$ cat config.mk
export PLATFORM = sky130hd
export DESIGN_NAME = pmcr_regs
export DESIGN_NICKNAME = d
export VERILOG_FILES = /design/src/pmcr_pkg.sv /design/src/pmcr_regs.sv /design/src/pmcr_rst_sync.sv /design/src/pmcr_pin_sync.sv
export SDC_FILE = /design/constraint.sdc
export NUM_CORES = 1
export LEC_CHECK = 0
export BUFFER_PORTS_ARGS = -buffer_cell sky130_fd_sc_hd__buf_2
export CAP_MARGIN = 20
export CORE_ASPECT_RATIO = 1.2
export CORE_MARGIN = 4
export CORE_UTILIZATION = 52
export CTS_CLUSTER_SIZE = 12
export DETAILED_ROUTE_END_ITERATION = 8
export GPL_TIMING_DRIVEN = 0
export HOLD_SLACK_MARGIN = 0.05
export PLACE_DENSITY = 0.81
export SLEW_MARGIN = 20
export SYNTH_ARGS = -nofsm -noshare
export SYNTH_HDL_FRONTEND = slang
export SYNTH_SLANG_ARGS = --single-unit
$ cat constraint.sdc
create_clock -name core_clk_i -period 3.6 [get_ports core_clk_i]
set_input_delay 0.72 -clock core_clk_i [delete_from_list [all_inputs] [get_ports core_clk_i]]
set_output_delay 0.72 -clock core_clk_i [all_outputs]
set_load 0.01 [all_outputs]
$ cat src/pmcr_pkg.sv
// constants for the manufacturer configuration register bank
package pmcr_pkg;

    // command codes, one per register
    localparam logic [7:0]  CMD_MAKER_ID      = 8'h99;
    localparam logic [7:0]  CMD_MODEL_ID      = 8'h9A;
    localparam logic [7:0]  CMD_REVISION_ID   = 8'h9B;
    localparam logic [7:0]  CMD_BUILD_DATE    = 8'h9D;
    localparam logic [7:0]  CMD_VOUT_FLOOR    = 8'hA4;
    localparam logic [7:0]  CMD_VALLEY_LIMIT  = 8'hD0;
    localparam logic [7:0]  CMD_TELEM_AVG     = 8'hD1;
    localparam logic [7:0]  CMD_VOUT_LINEAR   = 8'hD4;

    // field positions
    localparam int          BYTE_HI_LSB       = 8;
    localparam int          REV_NIB_LSB       = 8;
    localparam int          REV_TOP_LSB       = 12;
    localparam int          PIN_AVG_LSB       = 4;
    localparam int          IV_AVG_LSB        = 0;

    // reset values
    localparam logic [7:0]  VOUT_FLOOR_RST    = 8'h00;
    localparam logic [3:0]  VALLEY_NVM_RST    = 4'h8;
    localparam logic [2:0]  PIN_AVG_RST       = 3'h5;
    localparam logic [1:0]  IV_AVG_RST        = 2'h0;
    localparam logic [7:0]  TELEM_AVG_RST     = 8'h50;

    // valley current limit scale in amperes
    localparam logic [6:0]  VALLEY_BASE_A     = 7'h18;
    localparam logic [6:0]  VALLEY_STEP_A     = 7'h03;

    // linear readback exponent, two's complement -9
    localparam logic [4:0]  VOUT_LIN_EXP      = 5'h17;

    // averaging times in microseconds, per code
    localparam logic [17:0] PIN_AVG_US [8]    = '{18'h00000, 18'h007D0, 18'h0157C, 18'h02CEC,
                                                  18'h04A38, 18'h0C350, 18'h186A0, 18'h36EE8};
    localparam logic [11:0] IV_AVG_US  [4]    = '{12'h000, 12'h1F4, 12'h3E8, 12'h9C4};

endpackage

$ cat src/pmcr_regs.sv
// manufacturer configuration register bank with output-voltage floor
`timescale 1ns/100ps
module pmcr_regs #(
    // fixed identity bytes: arbitrary neutral values
    parameter logic [7:0] MAKER_FIXED_BYTE   = 8'hA5,
    parameter logic [7:0] MODEL_FIXED_BYTE   = 8'hA5,
    parameter logic [3:0] REV_FIXED_NIBBLE   = 4'h3,
    parameter logic [7:0] REV_FIXED_BYTE     = 8'hA5,
    parameter logic [7:0] DATE_FIXED_BYTE    = 8'hA5,
    // stored copies at power-up: arbitrary neutral values
    parameter logic [7:0] MAKER_NVM_BYTE     = 8'h5A,
    parameter logic [7:0] MODEL_NVM_BYTE     = 8'h5A,
    parameter logic [3:0] REV_NVM_NIBBLE     = 4'hC,
    parameter logic [7:0] DATE_NVM_BYTE      = 8'h5A
) (
    input  wire logic        core_clk_i,
    input  wire logic        resetn_i,
    input  wire logic [7:0]  cmd_code_i,
    input  wire logic        cmd_wr_i,
    input  wire logic [15:0] cmd_wr_data_i,
    output logic      [15:0] rd_data_o,
    output logic             rd_hit_o,
    input  wire logic        vout_cmd_valid_i,
    input  wire logic [7:0]  vout_cmd_vid_i,
    output logic      [7:0]  vout_target_vid_o,
    output logic             vout_clamped_o,
    output logic             output_enable_o,
    input  wire logic        clear_faults_i,
    output logic             status_other_o,
    output logic             status_vout_o,
    output logic             vout_min_warn_o,
    output logic             pmbus_alert_o,
    input  wire logic [15:0] meas_vout_i,
    input  wire logic [3:0]  overcurrent_strap_pin_i,
    output logic      [3:0]  valley_limit_code_o,
    output logic      [6:0]  valley_limit_amps_o,
    output logic      [2:0]  pin_avg_code_o,
    output logic      [1:0]  iv_avg_code_o,
    output logic      [17:0] pin_avg_us_o,
    output logic      [11:0] iv_avg_us_o
);

    logic        rst_n;
    logic [3:0]  strap_code;

    // helpers

    // amperes for a valley limit code: base plus code times step
    function automatic logic [6:0] valley_amps(input logic [3:0] code);
        logic [6:0] prod;
        prod = 7'(code) * pmcr_pkg::VALLEY_STEP_A;
        return pmcr_pkg::VALLEY_BASE_A + prod;
    endfunction

    // does a command code address the given register
    function automatic logic is_cmd(input logic [7:0] code, input logic [7:0] reg_code);
        return code == reg_code;
    endfunction

    // reset and pin synchronisers

    pmcr_rst_sync u_rst_sync (
        .core_clk_i (core_clk_i),
        .resetn_i   (resetn_i),
        .rst_n_o    (rst_n)
    );

    // strap pin is static in use but still crosses from outside
    pmcr_pin_sync #(
        .WIDTH (4),
        .RST   (pmcr_pkg::VALLEY_NVM_RST)
    ) u_strap_sync (
        .core_clk_i (core_clk_i),
        .rst_n_i    (rst_n),
        .pin_i      (overcurrent_strap_pin_i),
        .value_o    (strap_code)
    );

    // writable register fields

    logic [7:0] maker_code_writable_byte_q, maker_code_writable_byte_d;
    logic [7:0] model_writable_byte_q,      model_writable_byte_d;
    logic [3:0] revision_writable_nibble_q, revision_writable_nibble_d;
    logic [7:0] date_writable_byte_q,       date_writable_byte_d;
    logic [7:0] vout_floor_q,               vout_floor_d;
    logic [3:0] valley_limit_code_q,        valley_limit_code_d;
    logic       valley_written_q,           valley_written_d;
    logic [2:0] pin_avg_q,                  pin_avg_d;
    logic [1:0] iv_avg_q,                   iv_avg_d;

    // only writable slices are taken, fixed and reserved bits are dropped
    always_comb begin
        maker_code_writable_byte_d = maker_code_writable_byte_q;
        model_writable_byte_d      = model_writable_byte_q;
        revision_writable_nibble_d = revision_writable_nibble_q;
        date_writable_byte_d       = date_writable_byte_q;
        vout_floor_d               = vout_floor_q;
        valley_limit_code_d        = valley_limit_code_q;
        valley_written_d           = valley_written_q;
        pin_avg_d                  = pin_avg_q;
        iv_avg_d                   = iv_avg_q;
        if (cmd_wr_i) begin
            if (is_cmd(cmd_code_i, pmcr_pkg::CMD_MAKER_ID)) begin
                maker_code_writable_byte_d = cmd_wr_data_i[pmcr_pkg::BYTE_HI_LSB +: 8];
            end
            if (is_cmd(cmd_code_i, pmcr_pkg::CMD_MODEL_ID)) begin
                model_writable_byte_d = cmd_wr_data_i[pmcr_pkg::BYTE_HI_LSB +: 8];
            end
            if (is_cmd(cmd_code_i, pmcr_pkg::CMD_REVISION_ID)) begin
                revision_writable_nibble_d = cmd_wr_data_i[pmcr_pkg::REV_NIB_LSB +: 4];
            end
            if (is_cmd(cmd_code_i, pmcr_pkg::CMD_BUILD_DATE)) begin
                date_writable_byte_d = cmd_wr_data_i[pmcr_pkg::BYTE_HI_LSB +: 8];
            end
            if (is_cmd(cmd_code_i, pmcr_pkg::CMD_VOUT_FLOOR)) begin
                vout_floor_d = cmd_wr_data_i[7:0];
            end
            if (is_cmd(cmd_code_i, pmcr_pkg::CMD_VALLEY_LIMIT)) begin
                valley_limit_code_d = cmd_wr_data_i[3:0];
                valley_written_d    = 1'b1;
            end
            if (is_cmd(cmd_code_i, pmcr_pkg::CMD_TELEM_AVG)) begin
                pin_avg_d = cmd_wr_data_i[pmcr_pkg::PIN_AVG_LSB +: 3];
                iv_avg_d  = cmd_wr_data_i[pmcr_pkg::IV_AVG_LSB +: 2];
            end
        end
    end

    // stored copies load at power-up; there is no separate recall path
    always_ff @(posedge core_clk_i or negedge rst_n) begin
        if (!rst_n) begin
            maker_code_writable_byte_q <= MAKER_NVM_BYTE;
            model_writable_byte_q      <= MODEL_NVM_BYTE;
            revision_writable_nibble_q <= REV_NVM_NIBBLE;
            date_writable_byte_q       <= DATE_NVM_BYTE;
            vout_floor_q               <= pmcr_pkg::VOUT_FLOOR_RST;
            valley_limit_code_q        <= pmcr_pkg::VALLEY_NVM_RST;
            valley_written_q           <= 1'b1;
            pin_avg_q                  <= pmcr_pkg::PIN_AVG_RST;
            iv_avg_q                   <= pmcr_pkg::IV_AVG_RST;
        end else begin
            maker_code_writable_byte_q <= maker_code_writable_byte_d;
            model_writable_byte_q      <= model_writable_byte_d;
            revision_writable_nibble_q <= revision_writable_nibble_d;
            date_writable_byte_q       <= date_writable_byte_d;
            vout_floor_q               <= vout_floor_d;
            valley_limit_code_q        <= valley_limit_code_d;
            valley_written_q           <= valley_written_d;
            pin_avg_q                  <= pin_avg_d;
            iv_avg_q                   <= iv_avg_d;
        end
    end

    // voltage floor clamp and warning flags

    logic [7:0] vout_target_q, vout_target_d;
    logic       clamped_q,     clamped_d;
    logic       other_q,       other_d;
    logic       vout_bit_q,    vout_bit_d;
    logic       min_warn_q,    min_warn_d;
    logic       below_floor;

    assign below_floor = vout_cmd_valid_i && (vout_cmd_vid_i < vout_floor_q);

    // a new event in the clearing cycle wins, so none is lost
    always_comb begin
        vout_target_d = vout_target_q;
        clamped_d     = 1'b0;
        other_d       = clear_faults_i ? 1'b0 : other_q;
        vout_bit_d    = clear_faults_i ? 1'b0 : vout_bit_q;
        min_warn_d    = clear_faults_i ? 1'b0 : min_warn_q;
        if (vout_cmd_valid_i) begin
            vout_target_d = below_floor ? vout_floor_q : vout_cmd_vid_i;
        end
        if (below_floor) begin
            clamped_d  = 1'b1;
            other_d    = 1'b1;
            vout_bit_d = 1'b1;
            min_warn_d = 1'b1;
        end
    end

    // target, clamp pulse and sticky flags, all clear under reset
    always_ff @(posedge core_clk_i or negedge rst_n) begin
        if (!rst_n) begin
            vout_target_q <= 8'h00;
            clamped_q     <= 1'b0;
            other_q       <= 1'b0;
            vout_bit_q    <= 1'b0;
            min_warn_q    <= 1'b0;
        end else begin
            vout_target_q <= vout_target_d;
            clamped_q     <= clamped_d;
            other_q       <= other_d;
            vout_bit_q    <= vout_bit_d;
            min_warn_q    <= min_warn_d;
        end
    end

    assign vout_target_vid_o = vout_target_q;
    assign vout_clamped_o    = clamped_q;
    assign status_other_o    = other_q;
    assign status_vout_o     = vout_bit_q;
    assign vout_min_warn_o   = min_warn_q;
    assign pmbus_alert_o     = min_warn_q;
    // a floor hit never disables the rail
    assign output_enable_o   = rst_n;

    // readback and effective settings

    logic [15:0] voltage_readback_mantissa_q, voltage_readback_mantissa_d;
    logic [15:0] rd_data_q,                   rd_data_d;
    logic        rd_hit_q,                    rd_hit_d;
    logic [3:0]  eff_code;
    logic [7:0]  telem_avg_word;

    // register value always wins; valley_written_q is set at reset, so the strap is never chosen
    assign eff_code       = valley_written_q ? valley_limit_code_q : strap_code;
    // reserved bits 7, 3 and 2 are tied low
    assign telem_avg_word = {1'b0, pin_avg_q, 2'b00, iv_avg_q};

    // measured voltage sampled each cycle, host cannot write it
    always_comb begin
        voltage_readback_mantissa_d = meas_vout_i;
        rd_hit_d  = 1'b1;
        case (cmd_code_i)
            pmcr_pkg::CMD_MAKER_ID: begin
                rd_data_d = {maker_code_writable_byte_q, MAKER_FIXED_BYTE};
            end
            pmcr_pkg::CMD_MODEL_ID: begin
                rd_data_d = {model_writable_byte_q, MODEL_FIXED_BYTE};
            end
            pmcr_pkg::CMD_REVISION_ID: begin
                rd_data_d = {REV_FIXED_NIBBLE, revision_writable_nibble_q,
                             REV_FIXED_BYTE};
            end
            pmcr_pkg::CMD_BUILD_DATE: begin
                rd_data_d = {date_writable_byte_q, DATE_FIXED_BYTE};
            end
            pmcr_pkg::CMD_VOUT_FLOOR: begin
                rd_data_d = {8'h00, vout_floor_q};
            end
            pmcr_pkg::CMD_VALLEY_LIMIT: begin
                rd_data_d = {12'h000, valley_limit_code_q};
            end
            pmcr_pkg::CMD_TELEM_AVG: begin
                rd_data_d = {8'h00, telem_avg_word};
            end
            pmcr_pkg::CMD_VOUT_LINEAR: begin
                rd_data_d = voltage_readback_mantissa_q;
            end
            default: begin
                rd_data_d = 16'h0000;
                rd_hit_d  = 1'b0;
            end
        endcase
    end

    // read word registered so the host sees a settled value
    always_ff @(posedge core_clk_i or negedge rst_n) begin
        if (!rst_n) begin
            voltage_readback_mantissa_q <= 16'h0000;
            rd_data_q                   <= 16'h0000;
            rd_hit_q                    <= 1'b0;
        end else begin
            voltage_readback_mantissa_q <= voltage_readback_mantissa_d;
            rd_data_q                   <= rd_data_d;
            rd_hit_q                    <= rd_hit_d;
        end
    end

    assign rd_data_o           = rd_data_q;
    assign rd_hit_o            = rd_hit_q;
    assign valley_limit_code_o = eff_code;
    assign valley_limit_amps_o = valley_amps(eff_code);
    assign pin_avg_code_o      = pin_avg_q;
    assign iv_avg_code_o       = iv_avg_q;
    assign pin_avg_us_o        = pmcr_pkg::PIN_AVG_US[pin_avg_q];
    assign iv_avg_us_o         = pmcr_pkg::IV_AVG_US[iv_avg_q];

endmodule

$ cat src/pmcr_rst_sync.sv
// reset release synchroniser, two flip-flops
`timescale 1ns/100ps
module pmcr_rst_sync (
    input  wire logic core_clk_i,
    input  wire logic resetn_i,
    output logic      rst_n_o
);
    logic [1:0] sync_q;
    logic [1:0] sync_d;

    // shift a one in after release, assert at once
    always_comb begin
        sync_d = {sync_q[0], 1'b1};
    end

    // clears at once, releases only on the clock
    always_ff @(posedge core_clk_i or negedge resetn_i) begin
        if (!resetn_i) begin
            sync_q <= 2'b00;
        end else begin
            sync_q <= sync_d;
        end
    end

    assign rst_n_o = sync_q[1];
endmodule

$ cat src/pmcr_pin_sync.sv
// three-stage pin synchroniser, change accepted when last two stages agree
`timescale 1ns/100ps
module pmcr_pin_sync #(
    parameter int              WIDTH = 4,
    parameter logic [WIDTH-1:0] RST  = '0
) (
    input  wire logic             core_clk_i,
    input  wire logic             rst_n_i,
    input  wire logic [WIDTH-1:0] pin_i,
    output logic      [WIDTH-1:0] value_o
);
    logic [WIDTH-1:0] s1_q, s2_q, s3_q, val_q;
    logic [WIDTH-1:0] s1_d, s2_d, s3_d, val_d;

    // stage one is only seen by stage two
    always_comb begin
        s1_d  = pin_i;
        s2_d  = s1_q;
        s3_d  = s2_q;
        val_d = (s2_q == s3_q) ? s3_q : val_q;
    end

    // pin stages and accepted value share one reset
    always_ff @(posedge core_clk_i or negedge rst_n_i) begin
        if (!rst_n_i) begin
            s1_q  <= RST;
            s2_q  <= RST;
            s3_q  <= RST;
            val_q <= RST;
        end else begin
            s1_q  <= s1_d;
            s2_q  <= s2_d;
            s3_q  <= s3_d;
            val_q <= val_d;
        end
    end

    assign value_o = val_q;
endmodule

==> results of run 1 <==
cell usage after synthesis (all sizes together), types with 2 or more instances:
cell type	number
inv	28
xnor2	2
o21ai	13
a31oi	2
and2	2
clkbuf	13
nor2	16
dfrtp	73
a32oi	2
dfstp	17
nand2b	3
and4bb	2
buf	17
a221o	5
a22o	3
a311oi	8
a21oi	5
nor3b	3
fa	2
conb	2
ha	22
nand3b	2
mux2	52
or4	2
nor3	7
nor2b	3
a22oi	11
nand2	26
nand3	5
a211oi	9
nor4b	2
metrics by stage:
| step | util (%) | instance area [sq um] | setup TNS [ps] | power, mW |
|---|---|---|---|---|
| 2_1_floorplan | - | 4409 | 0 | 1.277 |
| 3_3_place_gp | 62.97 | 5162 | -399.6 | 1.385 |
| 3_5_place_dp | 63.35 | 5194 | 0 | 1.404 |
| 4_1_cts | 65.83 | 5396 | 0 | 2.095 |
| 5_1_grt | 65.83 | 5396 | 0 | 2.171 |
| 6_report | 65.83 | 5396 | 0 | 2.078 |
worst max-delay path: cells and delay by family, from the launching register on:
| kind | cells | cell delay, ps |
|---|---|---|
| DFF | 1 | 600 |
| buffers and inverters | 2 | 250 |
| and+or+nand+nor | 1 | 50 |
| adders and majority gates | 2 | 790 |
| AOI/OAI and AO/OA | 1 | 150 |
state kept, by name, indices dropped and copies added (netlist names):
signal	cells
vout_target_vid_o	8
date_writable_byte_q	8
rd_data_o	16
iv_avg_code_o	2
valley_limit_code_q	4
revision_writable_nibble_q	4
model_writable_byte_q	8
maker_code_writable_byte_q	8
pin_avg_code_o	3
vout_floor_q	8
pmbus_alert_o	1
vout_clamped_o	1
rd_hit_o	1
voltage_readback_mantissa_q	16
u_rst_sync.sync_q	2
per-layer routing:
layer	wire, microns	GRT usage [%]
met1	4204	25.85
met2	5191	36.12
met3	610	4.555
met4	185	6.900
met5	0	0
power by group through the flow:
stage	sequential, mW	combinational, mW	clock [mW]
after floorplan	1.13	0.145	0
after global placement	1.13	0.252	0
after detailed placement	1.13	0.276	0
after CTS	1.11	0.277	0.709
after global routing	1.12	0.305	0.749
final	1.11	0.275	0.695
logic make-up (layout without fill, tap and decap cells):
logic type / count (synthesis) / count (layout)
AO/OA/AOI/OAI: 62 / 62
multiplexers: 52 / 52
other: 2 / 6
XOR/XNOR: 2 / 2
AND/OR/NAND/NOR: 81 / 81
adder cells (fa/ha/maj): 24 / 24
flip-flops: 90 / 90
buffers and inverters: 58 / 197
worst max-delay path by stage:
stage | end
finish | valley_limit_amps_o[6]
global route | valley_limit_amps_o[6]
CTS | valley_limit_amps_o[6]
detailed placement | rd_data_o[7]$_DFF_PN0_
global placement | output_enable_o
floorplan | output_enable_o
cell type report:
cell class | instances | share of cell area, %
inverters | 28 | 1.948
flip-flops and latches | 90 | 42.20
plain buffers | 30 | 3.084
well taps | 114 | 2.643
repair buffers | 123 | 11.82
clock inverters | 7 | 1.461
clock buffers | 9 | 2.295
multi-input cells | 227 | 34.55
==> results.md, run 1 <==
- Yosys mapped a number of flops with a built-in enable equal to 0.
- The worst setup path is captured at an output port.
- Cell internal power was estimated by the tool at approximately 1.5 mW.
- The maximum fanout along the worst path is 5.
- The areal power density over the cells is slightly below 400 nW/um^2.
- The pin count of the biggest net entering global routing is 47.
- The worst hold slack is roughly 130 ps.
- The H-tree was split into 3 levels.
- The die is 108.7 microns tall.
- The transition time of the tightest slew-check pin is around 1100 ps.
- The first-pass GRT wire length is between 15 and 20 mm.
- The number of antenna violations at the first check in global routing came to 0.
- The buffer depth of the longest clock path is 2.
- The netlist uses 50 different library cells.
- The largest single stage delay on the critical path is around 600 ps.
- VDD sags by at most roughly 320 uV.
- The share of total power consumed by net switching is 26.70%.
- For this design, the sink count on the clock tree is 90.
- The slowest library cell on the worst path is sky130_fd_sc_hd__dfstp_2.
- STA classifies the critical path startpoint as a register.
- The post-cts repair resize count is 0.
- After layout, the minimum clock period comes to roughly 2900 ps.
- The register bit count reported by yosys is 90.
- During placement, the flow inserted port buffers numbering roughly 120.
- The detailed-routing iteration count for the pre-antenna-repair pass is 4.
- The arrival time reported for the critical path endpoint is between 2000 and 2500 ps.
- The number of hold buffers added after CTS was 0.
- During I/O placement, the number of pins put on the boundary was 134.
- Of the total power, combinational logic draws 13.2%.
- The worst path meets setup with 690.4 ps of slack.
- The most common library cell in the layout ignoring fill and taps is sky130_fd_sc_hd__buf_2.
- The mux cell area share after synthesis is between 10 and 15%.
- The relative contribution of sequential cells to total power is 53.3%.
- The area of the core is between 8000 and 9000 sq um.
- In the routed design, unresolved DRC markers number 0.
- The Yosys warning count is 0.
- The xor/xnor cell area share of the yosys netlist is less than 1%.
- For flop-to-flop paths, the worst setup slack is between 1000 and 1500 ps.
- In the final layout, flip-flops and latches occupy 2277 sq um.
- The number of antenna diodes in the final layout is 0.
- Setup repair after global routing left no endpoint under its margin.
- In the routed layout, each cell is associated on average with a via count of around 5.3.
- The dominant register cell in the synthesized netlist is sky130_fd_sc_hd__dfrtp_1.
- The leakage dissipation is 2.777 nW.
- The synthesized netlist devotes roughly 10% of its cell area to compound gates.
- The routed wire length is about 10 mm.
- After technology mapping, the gate count stands at roughly 370.
- The clock tree skew after final layout is about 11 ps.
- The die is ~90 microns wide.
- The initial utilization of the core area, before any placement, comes to a little over half.
- Counting cells, the worst reg-to-reg path comes to 7.
- The classification of the worst-slack hold path is in -> async.
- The number of global-route vias before repair is about 3,400.
- The type of the worst setup path is reg -> out.
- The average instance area after synthesis is roughly 12 sq um.
- Of the cells placed in the final design, the portion with a size suffix greater than 1 is 44.75%.
- The post-placement worst setup slack is 917.6 ps.
- The total standard cell area after synthesis is about 4400 sq um.
- Across the run, the number of max-cap violations was 0.
- The data required time at the worst endpoint is approximately 2900 ps.
- Setup violations remaining at the end of the flow were counted as 0.
- The number of pins with negative max-slew slack in the final report is 0.
- The area used by multi-input combinational logic is ~1900 sq um.
- TritonCTS built the clock tree.
- The count of vias placed by the detailed router is between 3,000 and 4,000.
- Summing the areas of all fa, ha and maj instances in the mapped netlist gives 7.175% of the synthesized area.
- The flow ran to the end, and the final reports show no timing, DRC or antenna violations.
- The share of total power in the clock network is about a third.
- In this run, the number of DRC markers left after iteration 0 of detailed routing was roughly 110.
- The floorplan step defined a die boundary enclosing 9991 sq um.
- Ranked by total cell area, the synthesized netlist is headed by sky130_fd_sc_hd__dfrtp_1 42%, sky130_fd_sc_hd__mux2_2 12%, sky130_fd_sc_hd__dfstp_2 10%.
- The startpoint identified for the worst register-to-register timing path is vout_floor_q[3]$_DFFE_PN0P_.
- By area, the combinational part of the netlist is dominated by multiplexers.
- The growth of design area from synthesis to finish is 22.81%.
- The synthesized-area fraction occupied by and/or/nand/nor cells is about 10%.
- After detailed routing, the average wire length per cell comes to ~16 microns.
- Once detail routing completed, the nets flagged for antenna violations numbered 0.
- The initialized floorplan defines 36 standard-cell rows.
- The number of hold violations in the final report is 0.
- Clock-pin slew was measured on the worst setup and hold paths at 90 ps.
- The worst pin sits at a relative slew slack of around 28%.
- In this run the biggest area consumer among cell types represents between 40 and 50% of the synthesized area.
- The number of buffers inserted during clock tree synthesis is 9.
- The worst-skew pair later-pin latency is between 300 and 400 ps.
- The capturing point of the worst reg2reg path is vout_target_vid_o[0]$_DFFE_PN0P_.
- The net switching power figure is around 0.55 mW.
- Excluding fillers, the count of instances in the completed layout stands at approximately 630.
- The count of buffers added by post-CTS timing repair for setup is 0.
- The count of nets after finishing is 590.
- Fill cells in the final layout number around 700.
- Derived from the worst setup path, the maximum achievable clock frequency is approximately 340 MHz.
- Traced cell by cell, the critical path runs through inv_1, ha_1, fa_1, a21oi_1, nor2_1, buf_2.
- The number of placed instances, taps included, is 612.
- Global routing consumed, over all layers together, around 21% of the routing resources.
- The timing startpoint of the critical path is valley_limit_code_q[3]$_DFFE_PN1P_.
- The aggregate global routing overflow is 0.
- In the synthesized netlist the async set-or-reset flop fraction comes to 100.0%.
- The portion of the post-synthesis area used by sequential elements is 51.74%.
- The largest area contributor in the netlist is sky130_fd_sc_hd__dfrtp_1.
- At the end of routability-driven placement, the weighted congestion stood at about 0.8.
- The root cell of the clock tree is sky130_fd_sc_hd__clkbuf_8.
- In the finished design, the share of the clock period the worst path needs comes to 80.82%.
- Leaving out fill and tap cells, the most frequent cells in the layout are 123 x sky130_fd_sc_hd__buf_2, 72 x sky130_fd_sc_hd__dfrtp_1, 47 x sky130_fd_sc_hd__mux2_2.
- Once detailed placement completed, the half-perimeter wirelength came to just under 8 mm.
(Power assumes the default switching activity.)
==> inputs of run 2 (changes only) <==
--- a/config.mk
+++ b/config.mk
@@ -5,6 +5,7 @@
 export SDC_FILE = /design/constraint.sdc
 export NUM_CORES = 1
 export LEC_CHECK = 0
+export ABC_AREA = 1
 export BUFFER_PORTS_ARGS = -buffer_cell sky130_fd_sc_hd__buf_2
 export CAP_MARGIN = 20
 export CORE_ASPECT_RATIO = 1.2
@@ -14,7 +15,7 @@
 export DETAILED_ROUTE_END_ITERATION = 8
 export GPL_TIMING_DRIVEN = 0
 export HOLD_SLACK_MARGIN = 0.05
-export PLACE_DENSITY = 0.81
+export PLACE_DENSITY = 0.8
 export SLEW_MARGIN = 20
 export SYNTH_ARGS = -nofsm -noshare
 export SYNTH_HDL_FRONTEND = slang
==> constraint.sdc (replaced) <==
create_clock -name core_clk_i -period 2.95 [get_ports core_clk_i]
set_input_delay 0.59 -clock core_clk_i [delete_from_list [all_inputs] [get_ports core_clk_i]]
set_output_delay 0.59 -clock core_clk_i [all_outputs]
set_load 0.01 [all_outputs]
==> run 2 against run 1 <==
  * Worst setup slack got worse by 550 ps
  * Total power rose by 27%
  * Synthesized cell count rose by 30%
  * Design area rose by 2.1%
  * Via count rose by 10%
  * Hold slack improved by 140 ps
  * Wire length rose by 2.5%
  * Area after synthesis rose by 2.2%
  * Register-to-register slack got worse by 120 ps
  * Combinational power rose by 56%
  * Flip-flop and latch count did not move
  * First-iteration DRC count rose by 2.7%
  * Critical path type unchanged
  * Critical endpoint unchanged
  * Largest power group unchanged
  * Highest routed layer unchanged
==> results.md, run 2 <==
- The total standard cell area after synthesis is between 4000 and 5000 sq um.
- The initial detailed-routing violation count is 115.
- The setup path with the least slack is of type reg -> out.
- The placer's final routability congestion estimate is 0.8192.
- The first global-routing pass estimated ~17 mm of wire.
- The initialized floorplan defines 36 standard-cell rows.
- Once layout is done, the placed cells without fillers occupy 5510 sq um.
- The relative contribution of sequential cells to total power is between 50% and 60%.
- The pre-antenna-repair detailed-routing pass consisted of 7 iterations.
- Setup repair after global routing left no endpoint under its margin.
- The total negative slack for setup checks is 0 ps.
- The upper clock frequency limit is about 360 MHz.
- TritonCTS built the clock tree.
- Per report_power, the clock group accounts for 32.5% of the total.
- Clock-pin slew was measured on the worst setup and hold paths at about 90 ps.
- The average wire per standard cell is around 14 microns.
- The pin count of the biggest net entering global routing is 60.
- The number of sinks driven by the clock tree is 90.
- After technology mapping, the gate count stands at between 400 and 500.
- Dividing the final minimum period by the clock period gives around 95%.
- The routed wire length is 10.45 mm.
- The areal power density over the cells is 480.2 nW/um^2.
- Ranked by instance count, the synthesized netlist is headed by 135 x sky130_fd_sc_hd__nand2_1, 73 x sky130_fd_sc_hd__dfrtp_1, 64 x sky130_fd_sc_hd__inv_1.
- The number of global-route vias before repair is about 3,700.
- The number of buffers and inverters on the critical path is 2.
- Summed over all nets, the switching power comes to just over 0.7 mW.
- By area the synthesized netlist is led by sky130_fd_sc_hd__dfrtp_1 41%, sky130_fd_sc_hd__nand2_1 11%, sky130_fd_sc_hd__dfstp_2 9.9%.
- STA puts the critical path data required time at approximately 2400 ps.
- The root cell of the clock tree is sky130_fd_sc_hd__clkbuf_8.
- At the end of the flow the core is filled with cells to around 66%.
- The leakage dissipation is slightly below 3 nW.
- The category of the worst setup path launch point is a register.
- The number of buffers added on ports is 123.
- The endpoint identified for the worst register-to-register timing path is vout_target_vid_o[3]$_DFFE_PN0P_.
- The number of cells on the worst reg-to-reg path is 9.
- Summed over all nets, the half-perimeter wirelength after detailed placement is 8.111 mm.
- By instance count, the leading cell after synthesis is sky130_fd_sc_hd__nand2_1.
- sky130_fd_sc_hd__dfrtp_1 takes more of the synthesized area than any other cell.
- The average instance area after synthesis is around 9.3 sq um.
- The total routing usage reported by global routing is between 20% and 30%.
- The most used flip-flop cell after synthesis is sky130_fd_sc_hd__dfrtp_1.
- The type of destination of the critical path is an output port.
- The die outline width is roughly 93 microns.
- The slowest library cell on the worst path is sky130_fd_sc_hd__dfstp_2.
- The number of antenna violations at the first check in global routing is 0.
- The register bit count reported by yosys is 90.
- Once detail routing completed, the nets flagged for antenna violations numbered 0.
- For this run, design rule violations remaining after detail routing come to 0.
- Counting distinct cell types in the post-synthesis netlist gives 38.
- The most common library cell in the layout ignoring fill and taps is sky130_fd_sc_hd__nand2_1.
- The layout has between 700 and 800 filler cells.
- Traced cell by cell, the critical path runs through inv_1, ha_1, fa_1, a21oi_1, nor2_1, buf_2.
- The number of hold violations in the final report is 0.
- Combinational logic is responsible for between 15 and 20% of the overall power.
- The arrival time reported for the critical path endpoint is between 2000 and 2500 ps.
- CTS built an H-tree with a depth of 3.
- Following the worst setup path forward leads to its endpoint at valley_limit_amps_o[6].
- The number of diodes is 0.
- The maximum vdd drop is ~310 uV.
- Summing the sequential cell areas from Yosys gives approximately half of the chip area.
- The largest incremental delay on the critical path is ~600 ps.
- In this run the critical register-to-register path is launched from vout_floor_q[3]$_DFFE_PN0P_.
- The async set-reset flop share out of synthesis is 100.0%.
- The post-cts repair resize count is 0.
- Summing internal, switching and leakage power gives ~2.6 mW.
- The worst-skew pair later-pin latency is 360 ps.
- The kind of cell with the highest combined delay on the critical path is adder cells.
- The layout cell share with drive strength beyond 1 is 36.09%.
- The tightest hold path in the finished design has a slack of roughly 270 ps.
- After synthesis, the largest area contributor takes up between 40% and 50% of total cell area.
- Yosys printed 0 warnings.
- Of the total power, the share spent switching nets is approximately 27%.
- The growth of design area from synthesis to finish is 22.71%.
- Detailed routing inserted a total of around 3,700 vias.
- The run finished with clean final reports.
- The instance area after placement is ~5300 sq um.
- The multi-input combinational cells in the finished layout cover a total of roughly 1800 sq um.
- Counting along the longest clock path gives a buffer depth of 2.
- Measured along the y axis, the die boundary spans 109.8 microns.
- TritonCTS created 9 clock buffers.
- Along the worst path, the maximum fanout reaches 5.
- The mean number of vias per cell is 4.939.
- The net count of the finished layout is around 710.
- The classification of the worst-slack hold path is reg -> async.
- The number of pins with negative max-slew slack in the final report came to 0.
- Across the routed clock network, the largest skew measured is ~13 ps.
- The initial utilization of the core area, before any placement, comes to between 50% and 60%.
- In this run the number of cells on the critical path is 6.
- The number of enable-type register cells in the synthesized netlist is 0.
- The top cell types in the final layout, fill and taps aside, are 135 x sky130_fd_sc_hd__nand2_1, 123 x sky130_fd_sc_hd__buf_2, 72 x sky130_fd_sc_hd__dfrtp_1.
- Max-cap violations in this run came to 0.
- The clock period could shrink to roughly 2800 ps.
- In the final layout, flip-flops and latches occupy about 2300 sq um.
- The timing startpoint of the critical path is valley_limit_code_q[3]$_DFFE_PN1P_.
- ~130 I/O pins were placed.
- The floorplan step defined a core boundary enclosing between 8000 and 9000 sq um.
- In this run the register-to-register setup slack is ~1200 ps.
- After global routing the overflow that remains totals 0.
- Setup violations remaining at the end of the flow were counted as 0.
- The die covers between 10,000 and 15,000 sq um.
- The internal power consumption is between 1.5 and 2 mW.
## run 2: final cells by class
type	instances	area share (%)
clock buffers	12	2.816
well taps	114	2.589
flip-flops and latches	90	41.33
inverters	70	4.768
plain buffers	24	3.610
repair buffers	125	11.85
clock inverters	4	0.9083
multi-input cells	304	32.13
## run 2: power by group through the flow
| stage | clock network [mW] | logic [mW] | registers (mW) |
|---|---|---|---|
| final | 0.861 | 0.429 | 1.36 |
| after detailed placement | 0 | 0.432 | 1.38 |
| after CTS | 0.873 | 0.435 | 1.36 |
| after global placement | 0 | 0.396 | 1.39 |
| after floorplan | 0 | 0.232 | 1.39 |
| after global routing | 0.927 | 0.480 | 1.37 |
## run 2: worst register-to-register path, stage by stage (launching register included)
cell	delay, ps
sky130_fd_sc_hd__dfrtp_1	380
sky130_fd_sc_hd__inv_1	150
sky130_fd_sc_hd__ha_1	280
sky130_fd_sc_hd__a21oi_1	160
sky130_fd_sc_hd__nand2_1	70
sky130_fd_sc_hd__nand2_1	220
sky130_fd_sc_hd__nand2_2	200
sky130_fd_sc_hd__nand2_1	100
sky130_fd_sc_hd__nand3_1	70
sky130_fd_sc_hd__nand2_1	60
## run 2: cell families after synthesis
| group | after synthesis | synth area share, % |
|---|---|---|
| buffers and inverters | 94 | 10.28 |
| AO/OA/AOI/OAI | 71 | 10.23 |
| other | 2 | 0.1672 |
| AND/OR/NAND/NOR | 200 | 21.04 |
| multiplexers | 1 | 0.2507 |
| adder cells (fa/ha/maj) | 24 | 7.021 |
| XOR/XNOR | 2 | 0.3902 |
| flip-flops | 90 | 50.63 |
## run 2: worst min-delay path by stage
stage / cells past startpoint / to / slack (ps)
floorplan: 0 / u_rst_sync.sync_q[0]$_DFF_PN0_ / 290
global placement: 0 / u_rst_sync.sync_q[1]$_DFF_PN0_ / 340
detailed placement: 0 / rd_data_o[15]$_DFF_PN0_ / 270
CTS: 0 / rd_data_o[15]$_DFF_PN0_ / 280
global route: 0 / rd_data_o[15]$_DFF_PN0_ / 310
finish: 0 / rd_data_o[15]$_DFF_PN0_ / 270
## run 2: metal layers
metal,GRT usage (%),up-vias,share of wire (%)
li1,-,1792,-
met1,23.70,1740,39
met2,39.01,119,53
met3,3.901,19,5.7
met4,9.005,0,2.1
met5,0,-,0
## run 2: per-stage QoR
| step | cells | setup slack [ps] |
|---|---|---|
| 2_1_floorplan | 488 | 130.9 |
| 3_3_place_gp | 725 | -934.2 |
| 3_5_place_dp | 726 | 532.0 |
| 4_1_cts | 743 | 137.1 |
| 5_1_grt | 743 | 54.03 |
| 6_report | 743 | 137.2 |
## run 2: repair_timing
| item | 4_1_cts | 5_1_grt |
|---|---|---|
| setup buffers | 0 | 0 |
| endpoints found under the setup margin | 0 | 0 |
| hold buffers | 1 | 0 |
| endpoints found under the hold margin | 2 | 0 |
